**src/tcb_pkg.sv**
```systemverilog
/*
 * shared constants for the terminal configuration bank: register
 * indices, field positions, reset values, test codes and timing counts.
 * assumes a 40 MHz core clock and a 32-bit apb register bus.
 */
package tcb_pkg;
    // register indices; byte address is four times the index
    localparam logic [9:0]  IDX_CFG4  = 10'h008;
    localparam logic [9:0]  IDX_CFG5  = 10'h009;
    localparam logic [9:0]  IDX_CLK   = 10'h010;
    localparam logic [11:0] ADDR_CFG4 = {IDX_CFG4, 2'b00};
    localparam logic [11:0] ADDR_CFG5 = {IDX_CFG5, 2'b00};
    localparam logic [11:0] ADDR_CLK  = {IDX_CLK, 2'b00};
    // reset values
    localparam logic [15:0] CFG4_RST  = 16'h0000;
    localparam logic [4:0]  CFG5_RST  = 5'h00;
    localparam logic [5:0]  ADDR_RST  = 6'h00;
    localparam logic        CLK_RST   = 1'b0;
    // first configuration register fields
    localparam int unsigned GAP_KEEP_BIT = 4;
    localparam int unsigned LATCH_EN_BIT = 3;
    localparam int unsigned TEST_MSB     = 2;
    // second configuration and clock register fields
    localparam int unsigned CLK_MIR_BIT  = 15;
    localparam int unsigned SE_MIR_BIT   = 14;
    localparam int unsigned TXA_MIR_BIT  = 13;
    localparam int unsigned TXB_MIR_BIT  = 12;
    localparam int unsigned DUAL_BIT     = 11;
    localparam int unsigned TO_MSB       = 10;
    localparam int unsigned TO_LSB       = 9;
    localparam int unsigned GAP_CHK_BIT  = 8;
    localparam int unsigned BCST_DIS_BIT = 7;
    localparam int unsigned LATCH_MIR_BIT = 6;
    localparam int unsigned ADDR_MSB     = 5;
    localparam int unsigned CLK_SEL_BIT  = 0;
    // test select codes
    localparam logic [2:0]  TEST_NORMAL  = 3'h0;
    localparam logic [2:0]  TEST_DECODER = 3'h1;
    localparam logic [2:0]  TEST_ENCODER = 3'h2;
    localparam logic [2:0]  TEST_PROTO   = 3'h3;
    localparam logic [2:0]  TEST_FSAFE   = 3'h4;
    localparam logic [2:0]  TEST_REGS    = 3'h5;
    // broadcast terminal address
    localparam logic [4:0]  BCAST_ADDR   = 5'h1F;
    // timing, times in ns
    localparam int unsigned CLK_NS       = 25;
    localparam int unsigned GAP_ADD_NS   = 20000;
    localparam int unsigned TO0_NS       = 18500;
    localparam int unsigned TO1_NS       = 22500;
    localparam int unsigned TO2_NS       = 50500;
    localparam int unsigned TO3_NS       = 130000;
    localparam int unsigned CNT_W        = 13;
    localparam logic [9:0]  GAP_ADD_CYC  = 10'(GAP_ADD_NS / CLK_NS);
    localparam logic [12:0] TO0_CYC      = 13'(TO0_NS / CLK_NS);
    localparam logic [12:0] TO1_CYC      = 13'(TO1_NS / CLK_NS);
    localparam logic [12:0] TO2_CYC      = 13'(TO2_NS / CLK_NS);
    localparam int unsigned TO3_CYC      = TO3_NS / CLK_NS;
endpackage

```
**src/tcb_cfg_if.sv**
```systemverilog
/*
 * carrier between the top of the configuration bank and its address
 * latch and response timer. assumes all users share core_clk.
 */
`timescale 1ns/1ps
interface tcb_cfg_if;
    logic        latch_en;     // latch enable field
    logic        stage_wr;     // host wrote address bits
    logic [5:0]  stage_data;   // written address and parity
    logic        latch_pin;    // address-latch input level
    logic [5:0]  addr_latched; // latched address and parity
    logic [1:0]  to_sel;       // timeout select field
    logic [12:0] to_long_cyc;  // count for the longest timeout
    logic        resp_start;   // start waiting for a response
    logic        resp_seen;    // response arrived
    logic        resp_tout;    // timeout pulse
    modport top (output latch_en, stage_wr, stage_data, latch_pin, to_sel,
                 to_long_cyc, resp_start, resp_seen,
                 input addr_latched, resp_tout);
    modport latch (input latch_en, stage_wr, stage_data, latch_pin,
                   output addr_latched);
    modport timer (input to_sel, to_long_cyc, resp_start, resp_seen,
                   output resp_tout);
endinterface

```
**src/tcb_top.sv**
```systemverilog
/*
 * terminal configuration bank: first configuration register low bits
 * and second configuration register, with pin mirrors, address latch,
 * gap extension, gap check, broadcast gate and response timer.
 * assumes an apb master on core_clk and pins synchronous to core_clk.
 */
`timescale 1ns/1ps
module tcb_top #(
    parameter int unsigned RTRT_130_CYC = tcb_pkg::TO3_CYC
) (
    // clock and reset
    input  wire logic        core_clk,
    input  wire logic        reset_n,

    // apb slave
    input  wire logic [11:0] paddr,
    input  wire logic        psel,
    input  wire logic        penable,
    input  wire logic        pwrite,
    input  wire logic [31:0] pwdata,
    output logic      [31:0] prdata,
    output logic             pready,
    output logic             pslverr,

    // device pins
    input  wire logic        single_ended_pin,
    input  wire logic        tx_block_a_pin,
    input  wire logic        tx_block_b_pin,
    input  wire logic        addr_latch_pin,

    // protocol engine events
    input  wire logic        monitor_mode,
    input  wire logic        next_msg_alt_bus,
    input  wire logic        msg_done,
    input  wire logic        msg_gap_short,
    input  wire logic        cmd_valid,
    input  wire logic [4:0]  cmd_addr,
    input  wire logic        resp_wait_start,
    input  wire logic        resp_seen,

    // configuration outputs
    output logic      [2:0]  test_mode_sel,
    output logic             dual_edge_sample,
    output logic             gap_check_enable,
    output logic             broadcast_disable,
    output logic             clock_choice,
    output logic      [4:0]  terminal_address,
    output logic             terminal_address_parity,

    // derived outputs
    output logic      [9:0]  gap_extra_cyc,
    output logic             msg_invalid,
    output logic             bcast_cmd,
    output logic             resp_timeout
);
    // carrier to the latch and the timer
    // keeps field wiring out of port lists
    tcb_cfg_if cfg_if ();

    // register storage
    logic [15:0] cfg4_reg;     // first configuration register
    logic [4:0]  cfg5_ctl_reg; // dual edge, timeout, gap, broadcast
    logic        clk_reg;      // clock choice bit

    // apb answer flops
    logic [31:0] prdata_reg;   // read data
    logic        pready_reg;   // access phase answer
    logic        pslverr_reg;  // unmapped address flag

    // event result flops
    logic [9:0]  gap_extra_reg; // added gap cycles
    logic        msg_inv_reg;  // invalid message pulse
    logic        bcast_reg;    // broadcast command pulse

    // address decode
    logic        sel_cfg4;     // first configuration register
    logic        sel_cfg5;     // second configuration register
    logic        sel_clk;      // clock choice register
    logic        mapped;       // any register hit

    // apb phases
    logic        acc_first;    // first access-phase cycle
    logic        acc_done;     // completing edge

    // write strobes
    logic        wr_cfg4;      // write strobe, first register
    logic        wr_cfg5;      // write strobe, second register
    logic        wr_clk;       // write strobe, clock register

    // read path
    logic [15:0] cfg5_view;    // read view of second register
    logic [31:0] rd_mux;       // read data selection

    // control field views
    logic        gap_keep;     // monitor gap extension field
    logic [1:0]  to_sel;       // timeout select field
    logic        gap_chk;      // gap check field
    logic        bcst_dis;     // broadcast disable field
    logic        dual_edge;    // dual edge sampling field

    // event gating
    logic        gap_add_now;  // extension applies this cycle
    logic        is_bcast;     // broadcast address seen

    // decode; only whole 32-bit words are mapped
    // low address bits must be zero to hit
    assign sel_cfg4 = (paddr == tcb_pkg::ADDR_CFG4);
    assign sel_cfg5 = (paddr == tcb_pkg::ADDR_CFG5);
    assign sel_clk = (paddr == tcb_pkg::ADDR_CLK);
    assign mapped = sel_cfg4 | sel_cfg5 | sel_clk;

    // one wait state: pready rises in the second access cycle
    // gives the read mux a full cycle to settle
    assign acc_first = psel & penable & ~pready_reg;
    assign acc_done = psel & penable & pready_reg;

    // writes land only on the completing edge
    // a long access never writes twice
    assign wr_cfg4 = acc_done & pwrite & sel_cfg4;
    assign wr_cfg5 = acc_done & pwrite & sel_cfg5;
    assign wr_clk = acc_done & pwrite & sel_clk;

    // field views
    assign gap_keep = cfg4_reg[tcb_pkg::GAP_KEEP_BIT];
    assign dual_edge = cfg5_ctl_reg[4];
    assign to_sel = cfg5_ctl_reg[3:2];
    assign gap_chk = cfg5_ctl_reg[1];
    assign bcst_dis = cfg5_ctl_reg[0];

    // mirrors are live levels, read-only
    // writes to these bits are dropped
    assign cfg5_view = {clk_reg,
                        single_ended_pin,
                        tx_block_a_pin,
                        tx_block_b_pin,
                        cfg5_ctl_reg,
                        addr_latch_pin,
                        cfg_if.addr_latched};

    // read mux; unmapped reads return zero
    // upper half of every word reads zero
    assign rd_mux = sel_cfg4 ? {16'h0000, cfg4_reg} :
                    sel_cfg5 ? {16'h0000, cfg5_view} :
                    sel_clk  ? {31'h00000000, clk_reg} : 32'h00000000;

    // latch carrier; written bits 5-0 go to staging
    // the latch decides when they go live
    assign cfg_if.latch_en = cfg4_reg[tcb_pkg::LATCH_EN_BIT];
    assign cfg_if.stage_wr = wr_cfg5;
    assign cfg_if.stage_data = pwdata[tcb_pkg::ADDR_MSB:0];
    assign cfg_if.latch_pin = addr_latch_pin;

    // timer carrier
    // longest count is a parameter for short sims
    assign cfg_if.to_sel = to_sel;
    assign cfg_if.to_long_cyc = RTRT_130_CYC[12:0];
    assign cfg_if.resp_start = resp_wait_start;
    assign cfg_if.resp_seen = resp_seen;

    // event qualifiers
    // both decode straight from field flops
    assign gap_add_now = monitor_mode & ~gap_keep & next_msg_alt_bus;
    assign is_bcast = cmd_valid & (cmd_addr == tcb_pkg::BCAST_ADDR) & ~bcst_dis;

    // outputs, all from flops
    assign prdata = prdata_reg;
    assign pready = pready_reg;
    assign pslverr = pslverr_reg;

    // configuration outputs
    assign test_mode_sel = cfg4_reg[tcb_pkg::TEST_MSB:0];
    assign dual_edge_sample = dual_edge;
    assign gap_check_enable = gap_chk;
    assign broadcast_disable = bcst_dis;
    assign clock_choice = clk_reg;
    assign terminal_address = cfg_if.addr_latched[5:1];
    assign terminal_address_parity = cfg_if.addr_latched[0];

    // derived outputs
    assign gap_extra_cyc = gap_extra_reg;
    assign msg_invalid = msg_inv_reg;
    assign bcast_cmd = bcast_reg;
    assign resp_timeout = cfg_if.resp_tout;

    // apb answer: data and error sampled in the first access cycle
    // prdata holds until the next read
    always_ff @(posedge core_clk or negedge reset_n) begin
        if (!reset_n) begin
            pready_reg <= 1'b0;
            prdata_reg <= 32'h00000000;
            pslverr_reg <= 1'b0;
        end else begin
            pready_reg <= acc_first;
            pslverr_reg <= acc_first & ~mapped;
            if (acc_first & ~pwrite) begin
                prdata_reg <= rd_mux;
            end
        end
    end

    // first register; test codes stored as written
    // reserved codes kept; host avoids them
    always_ff @(posedge core_clk or negedge reset_n) begin
        if (!reset_n) begin
            cfg4_reg <= tcb_pkg::CFG4_RST;
        end else if (wr_cfg4) begin
            cfg4_reg <= pwdata[15:0];
        end
    end

    // second register: only bits 11-7 are stored here
    // mirrors and address need no flops here
    always_ff @(posedge core_clk or negedge reset_n) begin
        if (!reset_n) begin
            cfg5_ctl_reg <= tcb_pkg::CFG5_RST;
        end else if (wr_cfg5) begin
            cfg5_ctl_reg <= pwdata[tcb_pkg::DUAL_BIT:tcb_pkg::BCST_DIS_BIT];
        end
    end

    // clock choice register
    // also shows in bit 15 of second register
    always_ff @(posedge core_clk or negedge reset_n) begin
        if (!reset_n) begin
            clk_reg <= tcb_pkg::CLK_RST;
        end else if (wr_clk) begin
            clk_reg <= pwdata[tcb_pkg::CLK_SEL_BIT];
        end
    end

    // monitor gap extension, registered per cycle
    // level based, so nothing piles up
    always_ff @(posedge core_clk or negedge reset_n) begin
        if (!reset_n) begin
            gap_extra_reg <= 10'h000;
        end else begin
            gap_extra_reg <= gap_add_now ? tcb_pkg::GAP_ADD_CYC : 10'h000;
        end
    end

    // gap check and broadcast recognition pulses
    // one-cycle pulses a cycle after the event
    always_ff @(posedge core_clk or negedge reset_n) begin
        if (!reset_n) begin
            msg_inv_reg <= 1'b0;
            bcast_reg <= 1'b0;
        end else begin
            msg_inv_reg <= msg_done & msg_gap_short & gap_chk;
            bcast_reg <= is_bcast;
        end
    end

    // address latch and response timer
    // each sees the carrier through its modport
    tcb_addr_latch u_latch (
        .core_clk (core_clk),
        .reset_n  (reset_n),
        .cfg      (cfg_if.latch)
    );

    tcb_resp_timer u_timer (
        .core_clk (core_clk),
        .reset_n  (reset_n),
        .cfg      (cfg_if.timer)
    );

    // checks on the register bank and its outputs
    // pulses are judged a cycle after their cause
    chk_gap_extend: assert property (@(posedge core_clk) disable iff (!reset_n)
        (monitor_mode && !gap_keep && next_msg_alt_bus)
        |=> gap_extra_cyc == tcb_pkg::GAP_ADD_CYC)
        else $error("gap extension missing");

    chk_gap_keep: assert property (@(posedge core_clk) disable iff (!reset_n)
        (gap_keep || !monitor_mode)
        |=> gap_extra_cyc == 10'h000)
        else $error("gap extended while disabled");

    chk_test_write: assert property (@(posedge core_clk) disable iff (!reset_n)
        wr_cfg4
        |=> test_mode_sel == $past(pwdata[2:0]))
        else $error("test select not written");

    chk_clk_mirror: assert property (@(posedge core_clk) disable iff (!reset_n)
        (acc_first && !pwrite && sel_cfg5)
        |=> prdata[15] == $past(clk_reg))
        else $error("clock mirror wrong");

    chk_se_mirror: assert property (@(posedge core_clk) disable iff (!reset_n)
        (acc_first && !pwrite && sel_cfg5)
        |=> prdata[14] == $past(single_ended_pin))
        else $error("single-ended mirror wrong");

    chk_txa_mirror: assert property (@(posedge core_clk) disable iff (!reset_n)
        (acc_first && !pwrite && sel_cfg5)
        |=> prdata[13] == $past(tx_block_a_pin))
        else $error("bus A inhibit mirror wrong");

    chk_txb_mirror: assert property (@(posedge core_clk) disable iff (!reset_n)
        (acc_first && !pwrite && sel_cfg5)
        |=> prdata[12] == $past(tx_block_b_pin))
        else $error("bus B inhibit mirror wrong");

    chk_dual_write: assert property (@(posedge core_clk) disable iff (!reset_n)
        wr_cfg5
        |=> dual_edge_sample == $past(pwdata[11]))
        else $error("dual edge field not written");

    chk_gap_invalid: assert property (@(posedge core_clk) disable iff (!reset_n)
        (msg_done && msg_gap_short)
        |=> msg_invalid == $past(gap_chk))
        else $error("gap check result wrong");

    chk_bcast_gate: assert property (@(posedge core_clk) disable iff (!reset_n)
        (cmd_valid && cmd_addr == 5'h1F)
        |=> bcast_cmd == !$past(bcst_dis))
        else $error("broadcast gating wrong");

    chk_latch_mirror: assert property (@(posedge core_clk) disable iff (!reset_n)
        (acc_first && !pwrite && sel_cfg5)
        |=> prdata[6] == $past(addr_latch_pin))
        else $error("latch pin mirror wrong");

    chk_apb_answer: assert property (@(posedge core_clk) disable iff (!reset_n)
        acc_first
        |=> pready ##1 !pready)
        else $error("apb answer not one cycle");
endmodule

```
**src/tcb_addr_latch.sv**
```systemverilog
/*
 * terminal address and parity latch. holds the last host-written value
 * and copies it into the live address only while enabled by both the
 * register field and the latch pin. assumes pins synchronous to core_clk.
 */
`timescale 1ns/1ps
module tcb_addr_latch (
    // clock and reset
    input  wire logic core_clk,
    input  wire logic reset_n,
    // configuration carrier
    tcb_cfg_if.latch  cfg
);
    logic [5:0] stage_reg;  // last written value
    logic [5:0] stage_next; // includes a write in this cycle
    logic [5:0] addr_reg;   // live address and parity
    logic       open_gate;  // both enables high

    // a write in the same cycle as the gate is taken at once
    assign stage_next = cfg.stage_wr ? cfg.stage_data : stage_reg;
    assign open_gate = cfg.latch_en & cfg.latch_pin;
    assign cfg.addr_latched = addr_reg;

    // staging and latch flops
    always_ff @(posedge core_clk or negedge reset_n) begin
        if (!reset_n) begin
            stage_reg <= tcb_pkg::ADDR_RST;
            addr_reg <= tcb_pkg::ADDR_RST;
        end else begin
            stage_reg <= stage_next;
            if (open_gate) begin
                addr_reg <= stage_next;
            end
        end
    end

    chk_latch_closed: assert property (@(posedge core_clk) disable iff (!reset_n)
        !(cfg.latch_en && cfg.latch_pin) |=> $stable(addr_reg))
        else $error("address moved with latch closed");
    chk_latch_capture: assert property (@(posedge core_clk) disable iff (!reset_n)
        (cfg.latch_en && cfg.latch_pin && cfg.stage_wr) |=> addr_reg == $past(cfg.stage_data))
        else $error("address not captured from write");
endmodule

```
**src/tcb_resp_timer.sv**
```systemverilog
/*
 * remote-to-remote response timer. a start pulse loads the selected
 * count; a response stops it; expiry gives a one-cycle timeout pulse.
 * assumes start and seen are one-cycle pulses on core_clk.
 */
`timescale 1ns/1ps
module tcb_resp_timer (
    // clock and reset
    input  wire logic core_clk,
    input  wire logic reset_n,
    // configuration carrier
    tcb_cfg_if.timer  cfg
);
    typedef enum logic {TCB_IDLE, TCB_RUN} tcb_tmr_e;
    tcb_tmr_e    st_reg;     // timer state
    logic [12:0] cnt_reg;    // cycles left
    logic [12:0] load_cyc;   // selected count
    logic        tout_reg;   // timeout pulse
    logic [12:0] elapsed;    // helper for checking
    logic [12:0] cap_cyc;    // helper: count at start

    // count for each select code
    assign load_cyc = (cfg.to_sel == 2'b00) ? tcb_pkg::TO0_CYC :
                      (cfg.to_sel == 2'b01) ? tcb_pkg::TO1_CYC :
                      (cfg.to_sel == 2'b10) ? tcb_pkg::TO2_CYC : cfg.to_long_cyc;
    assign cfg.resp_tout = tout_reg;

    // timer; a new start restarts the count
    always_ff @(posedge core_clk or negedge reset_n) begin
        if (!reset_n) begin
            st_reg <= TCB_IDLE;
            cnt_reg <= 13'h0000;
            tout_reg <= 1'b0;
        end else begin
            tout_reg <= 1'b0;
            case (st_reg)
                TCB_IDLE: begin
                    if (cfg.resp_start) begin
                        cnt_reg <= load_cyc;
                        st_reg <= TCB_RUN;
                    end
                end
                TCB_RUN: begin
                    if (cfg.resp_start) begin
                        cnt_reg <= load_cyc;
                    end else if (cfg.resp_seen) begin
                        st_reg <= TCB_IDLE;
                    end else if (cnt_reg <= 13'h0001) begin
                        tout_reg <= 1'b1;
                        st_reg <= TCB_IDLE;
                    end else begin
                        cnt_reg <= cnt_reg - 13'h0001;
                    end
                end
                default: st_reg <= TCB_IDLE;
            endcase
        end
    end

    // helper counting cycles since the last start
    always_ff @(posedge core_clk or negedge reset_n) begin
        if (!reset_n) begin
            elapsed <= 13'h0000;
            cap_cyc <= 13'h0000;
        end else if (cfg.resp_start) begin
            elapsed <= 13'h0001;
            cap_cyc <= load_cyc;
        end else if (elapsed != 13'h1FFF) begin
            elapsed <= elapsed + 13'h0001;
        end
    end

    chk_timeout_span: assert property (@(posedge core_clk) disable iff (!reset_n)
        tout_reg |-> elapsed == cap_cyc + 13'h0001)
        else $error("timeout fired at wrong count");
endmodule

```
**config.mk**
```make
export PLATFORM = sky130hd
export DESIGN_NAME = tcb_top
export DESIGN_NICKNAME = d
export VERILOG_FILES = /design/src/tcb_pkg.sv /design/src/tcb_cfg_if.sv /design/src/tcb_top.sv /design/src/tcb_addr_latch.sv /design/src/tcb_resp_timer.sv
export SDC_FILE = /design/constraint.sdc
export NUM_CORES = 1
export LEC_CHECK = 0
export BUFFER_PORTS_ARGS = -buffer_cell sky130_fd_sc_hd__buf_2
export CORE_MARGIN = 2
export CORE_UTILIZATION = 54
export DETAILED_ROUTE_END_ITERATION = 10
export MAX_ROUTING_LAYER = met4
export PLACE_DENSITY_LB_ADDON = 0.2
export SLEW_MARGIN = 20
export SYNTH_ARGS = -nofsm -noshare
export SYNTH_HDL_FRONTEND = slang
export SYNTH_SLANG_ARGS = --single-unit
```
**constraint.sdc**
```tcl
create_clock -name core_clk -period 3.6 [get_ports core_clk]
set_clock_uncertainty 0.15 [all_clocks]
set_input_delay 0.18 -clock core_clk [delete_from_list [all_inputs] [get_ports core_clk]]
set_output_delay 0.18 -clock core_clk [all_outputs]
set_load 0.05 [all_outputs]
```
==> reports/qor.json <==
{
  "min_path_type": {"value": "in2reg"},
  "period_needed": {"value": 2411, "unit": "ps"},
  "grt_antenna_before_repair": {"value": 0},
  "yosys_register_bits": {"value": 70},
  "dominant_combinational_cell_family_by_area_after_synthesis": {"value": "multiplexers"},
  "yosysTopAreaCell": {"value": "sky130_fd_sc_hd__dfrtp_1"},
  "ir_worst_vdd": {"value": 243.4, "unit": "uV"},
  "grt_remaining_overflow": {"value": 0},
  "netlist_area_pre_place": {"value": 3466, "unit": "um2"},
  "worst-endpoint-arrival": {"value": 2530, "unit": "ps"},
  "synth_compound_area_share": {"value": 8.412, "unit": "%"},
  "critPathKind": {"value": "reg2reg"},
  "synth_top_cells_by_area": {"value": "sky130_fd_sc_hd__dfrtp_1, sky130_fd_sc_hd__mux2_2, sky130_fd_sc_hd__buf_4, sky130_fd_sc_hd__mux2i_1, sky130_fd_sc_hd__o21ai_0"},
  "cts_num_sinks": {"value": 70},
  "final_weighted_congestion_in_routability_driven_placement": {"value": 0.8423},
  "grt_max_degree": {"value": 45},
  "total_setup_violations_reported_at_the_end_of_the_flow": {"value": 0},
  "fp.dieW": {"value": 84.12, "unit": "um"},
  "row_count": {"value": 29},
  "finalHoldWorstSlack": {"value": 19.38, "unit": "ps"},
  "clock_latency": {"value": 350, "unit": "ps"},
  "synth_simple_gate_area_share": {"value": 13.79, "unit": "%"},
  "detailedRoute.firstPassIterationCount": {"value": 7},
  "post_drt_wl_per_cell": {"value": 15.32, "unit": "um"},
  "leakagePower": {"value": 2.255, "unit": "nW"},
  "synth_fa_ha_area_share": {"value": 2.527, "unit": "%"},
  "postSynthCellCount": {"value": 313},
  "share_of_the_cycle_needed_by_the_critical_path_after_routing": {"value": 66.97, "unit": "%"},
  "synth.top_cells.by_count": {"value": "sky130_fd_sc_hd__dfrtp_1, sky130_fd_sc_hd__mux2_2, sky130_fd_sc_hd__buf_4, sky130_fd_sc_hd__nand2_1, sky130_fd_sc_hd__o21ai_0"},
  "max-clock-path-buffers": {"value": 2},
  "initial_utilization": {"value": 55.21, "unit": "%"},
  "post_drt_via_cell_ratio": {"value": 5.372},
  "globalRouteTotalUtil": {"value": 23.73, "unit": "%"},
  "max_fclk": {"value": 0.4148, "unit": "GHz"},
  "drive_above_1_share": {"value": 33.10, "unit": "%"},
  "cp.required": {"value": 3720, "unit": "ps"},
  "synth-xor-area-share": {"value": 0, "unit": "%"},
  "clock_tree.htree_level_count": {"value": 3},
  "core_area": {"value": 6277, "unit": "um2"},
  "root_buffer": {"value": "sky130_fd_sc_hd__clkbuf_8"},
  "wirelength": {"value": 7707, "unit": "um"},
  "outcome": {"value": "complete, no violations"},
  "path_clk_slew": {"value": 70, "unit": "ps"},
  "register_area_share_after_synthesis": {"value": 50.54, "unit": "%"},
  "layout-area-overhead-vs-synth": {"value": 24.51, "unit": "%"},
  "max_cap_violations": {"value": 0},
  "critPathMaxFanout": {"value": 5},
  "post_route_ant_nets": {"value": 0},
  "syn-mean-instance-area": {"value": 11.07, "unit": "um2"},
  "layoutNonFillerInstCount": {"value": 503},
  "nets": {"value": 494},
  "yosys.cell_count.top_type": {"value": "sky130_fd_sc_hd__dfrtp_1"},
  "grt_first_pass_wirelength": {"value": 12740, "unit": "um"},
  "final_design_area_no_fill": {"value": 4315, "unit": "um2"},
  "drt_first_iter_violations": {"value": 207},
  "report.final.hold_viol_count": {"value": 0},
  "timing_worst_slew_pin_value": {"value": 898.2, "unit": "ps"},
  "netlist.area_leader.share": {"value": 50.54, "unit": "%"},
  "synth-async-reset-ratio": {"value": 100.0, "unit": "%"},
  "drt_drc_violations_left": {"value": 0},
  "yosys_most_used_dff": {"value": "sky130_fd_sc_hd__dfrtp_1"},
  "dp_cells": {"value": 459},
  "rsz_0062_raised_after_global_routing": {"value": "no"},
  "die_h": {"value": 84.12, "unit": "um"},
  "die-area": {"value": 7075, "unit": "um2"},
  "synth_mux_area_share": {"value": 15.96, "unit": "%"},
  "power.density_cell_area": {"value": 382.7, "unit": "nW/um2"},
  "n_antenna_cell": {"value": 0},
  "slew_violations": {"value": 0},
  "power.total": {"value": 1.651, "unit": "mW"},
  "cts-buffers-inserted": {"value": 9},
  "via_count_of_the_first_global_routing_pass": {"value": 2614},
  "yosysWarnings": {"value": 0},
  "postCtsSetupBuffers": {"value": 0},
  "number_of_synthesized_flops_with_an_enable_pin": {"value": 0},
  "port-buffer-count": {"value": 85},
  "cp-start-kind": {"value": "register"},
  "vias": {"value": 2702},
  "dp_hpwl": {"value": 5083, "unit": "um"},
  "timing.max_slew.rel_slack": {"value": 39.28, "unit": "%"},
  "tritoncts_clock_tree": {"value": "yes"},
  "timing.setup.tns": {"value": 0, "unit": "ps"},
  "synth.lib_cells_used.distinct": {"value": 46},
  "top_level_port_count": {"value": 125},
  "dpl_cell_area": {"value": 3826, "unit": "um2"},
  "setup.worst_path.end_class": {"value": "register"}
}
-- kinds of logic (layout without fill, tap and decap cells) --
group	Yosys count	count (layout)
and+or+nand+nor	86	86
DFF	70	70
muxes	51	51
AOI/OAI and AO/OA	48	48
other	1	23
adders and majority gates	7	7
buffers and inverters	50	141
-- worst paths after layout --
check                                         from                   end  slack (ps)  cells past startpoint
worst max-delay path            u_timer.cnt_reg[0]    u_timer.cnt_reg[8]        1190                      6
min in group asynchronous                  reset_n  u_latch.stage_reg[1]         220                      2
max in group asynchronous                  reset_n             prdata[7]        2450                      3
worst max register to register  u_timer.cnt_reg[0]    u_timer.cnt_reg[8]        1190                      6
worst min-delay path                        pwrite             prdata[0]          20                      4
worst min register to register         cfg4_reg[4]      gap_extra_cyc[8]         300                      1
-- worst max-delay path, cell delays in order, from the launching register on --
cell,delay (ps)
sky130_fd_sc_hd__dfrtp_1,420
sky130_fd_sc_hd__inv_1,90
sky130_fd_sc_hd__ha_1,230
sky130_fd_sc_hd__nor4b_1,750
sky130_fd_sc_hd__nand4b_1,190
sky130_fd_sc_hd__or3_1,340
sky130_fd_sc_hd__a2bb2oi_1,160
-- cell type report --
type                    instances  area [um2]
clock inverters                 5       58.81
inverters                       9       33.78
repair buffers                117       740.7
multi-input cells             215        1496
fillers                       502        1962
flip-flops and latches         70        1752
clock buffers                  10       137.6
well taps                      77       96.34
-- routing by layer --
layer  share of wire, %  track usage (%)
met5                  0                -
met3                4.7            3.858
met1                 42            30.35
met2                 51            37.45
met4                2.6            10.56
-- per-stage QoR --
step | utilization [%] | worst slack, ps
detailed placement | 60.95 | 1235
finish | 68.75 | 1189
global route | 68.75 | 1102
CTS | 68.71 | 1235
global placement | 60.95 | 1248
floorplan | - | 1509
-- cells in the final DEF (no fill, tap or decap), types with 2 or more instances in the layout --
cell type                       netlist  layout
sky130_fd_sc_hd__clkbuf_8             0      10
sky130_fd_sc_hd__a21o_1               2       2
sky130_fd_sc_hd__ha_1                 7       7
sky130_fd_sc_hd__nor3_1               4       4
sky130_fd_sc_hd__conb_1               1      23
sky130_fd_sc_hd__nor4_1               4       4
sky130_fd_sc_hd__dlygate4sd3_1        0      29
sky130_fd_sc_hd__nand2_1             29      29
sky130_fd_sc_hd__nor2b_1              2       2
sky130_fd_sc_hd__mux2_2              34      34
sky130_fd_sc_hd__and2_1               2       2
sky130_fd_sc_hd__nor2_1              13      13
sky130_fd_sc_hd__or3_1                3       3
sky130_fd_sc_hd__o21ai_0             23      23
sky130_fd_sc_hd__buf_2                3      84
sky130_fd_sc_hd__nand4b_1             3       3
sky130_fd_sc_hd__a31oi_1              3       3
sky130_fd_sc_hd__and4_1               2       2
sky130_fd_sc_hd__o31ai_1              2       2
sky130_fd_sc_hd__dfrtp_1             70      70
sky130_fd_sc_hd__nor4b_1              2       2
sky130_fd_sc_hd__clkinvlp_4           0       2
sky130_fd_sc_hd__or4_1                3       3
sky130_fd_sc_hd__nand4_1              6       6
sky130_fd_sc_hd__inv_1                9       9
sky130_fd_sc_hd__nand3_1              4       4
sky130_fd_sc_hd__a211oi_1             2       2
sky130_fd_sc_hd__mux2i_1             17      17
sky130_fd_sc_hd__and3_1               2       2
sky130_fd_sc_hd__a21oi_1              7       7
sky130_fd_sc_hd__buf_4               29       4
-- power breakdown --
group	total [mW]	leakage (nW)	switching [mW]	internal, mW
sequential	0.808	0.945	0.0124	0.796
clock	0.645	0.0948	0.308	0.336
combinational	0.199	1.21	0.133	0.0653
-- timing repair --
action / in CTS / in global routing
gates resized for setup: 0 / 0
hold buffers: 29 / 0
endpoints found under the hold margin: 77 / 0
Power figures use the tool's default switching activity.
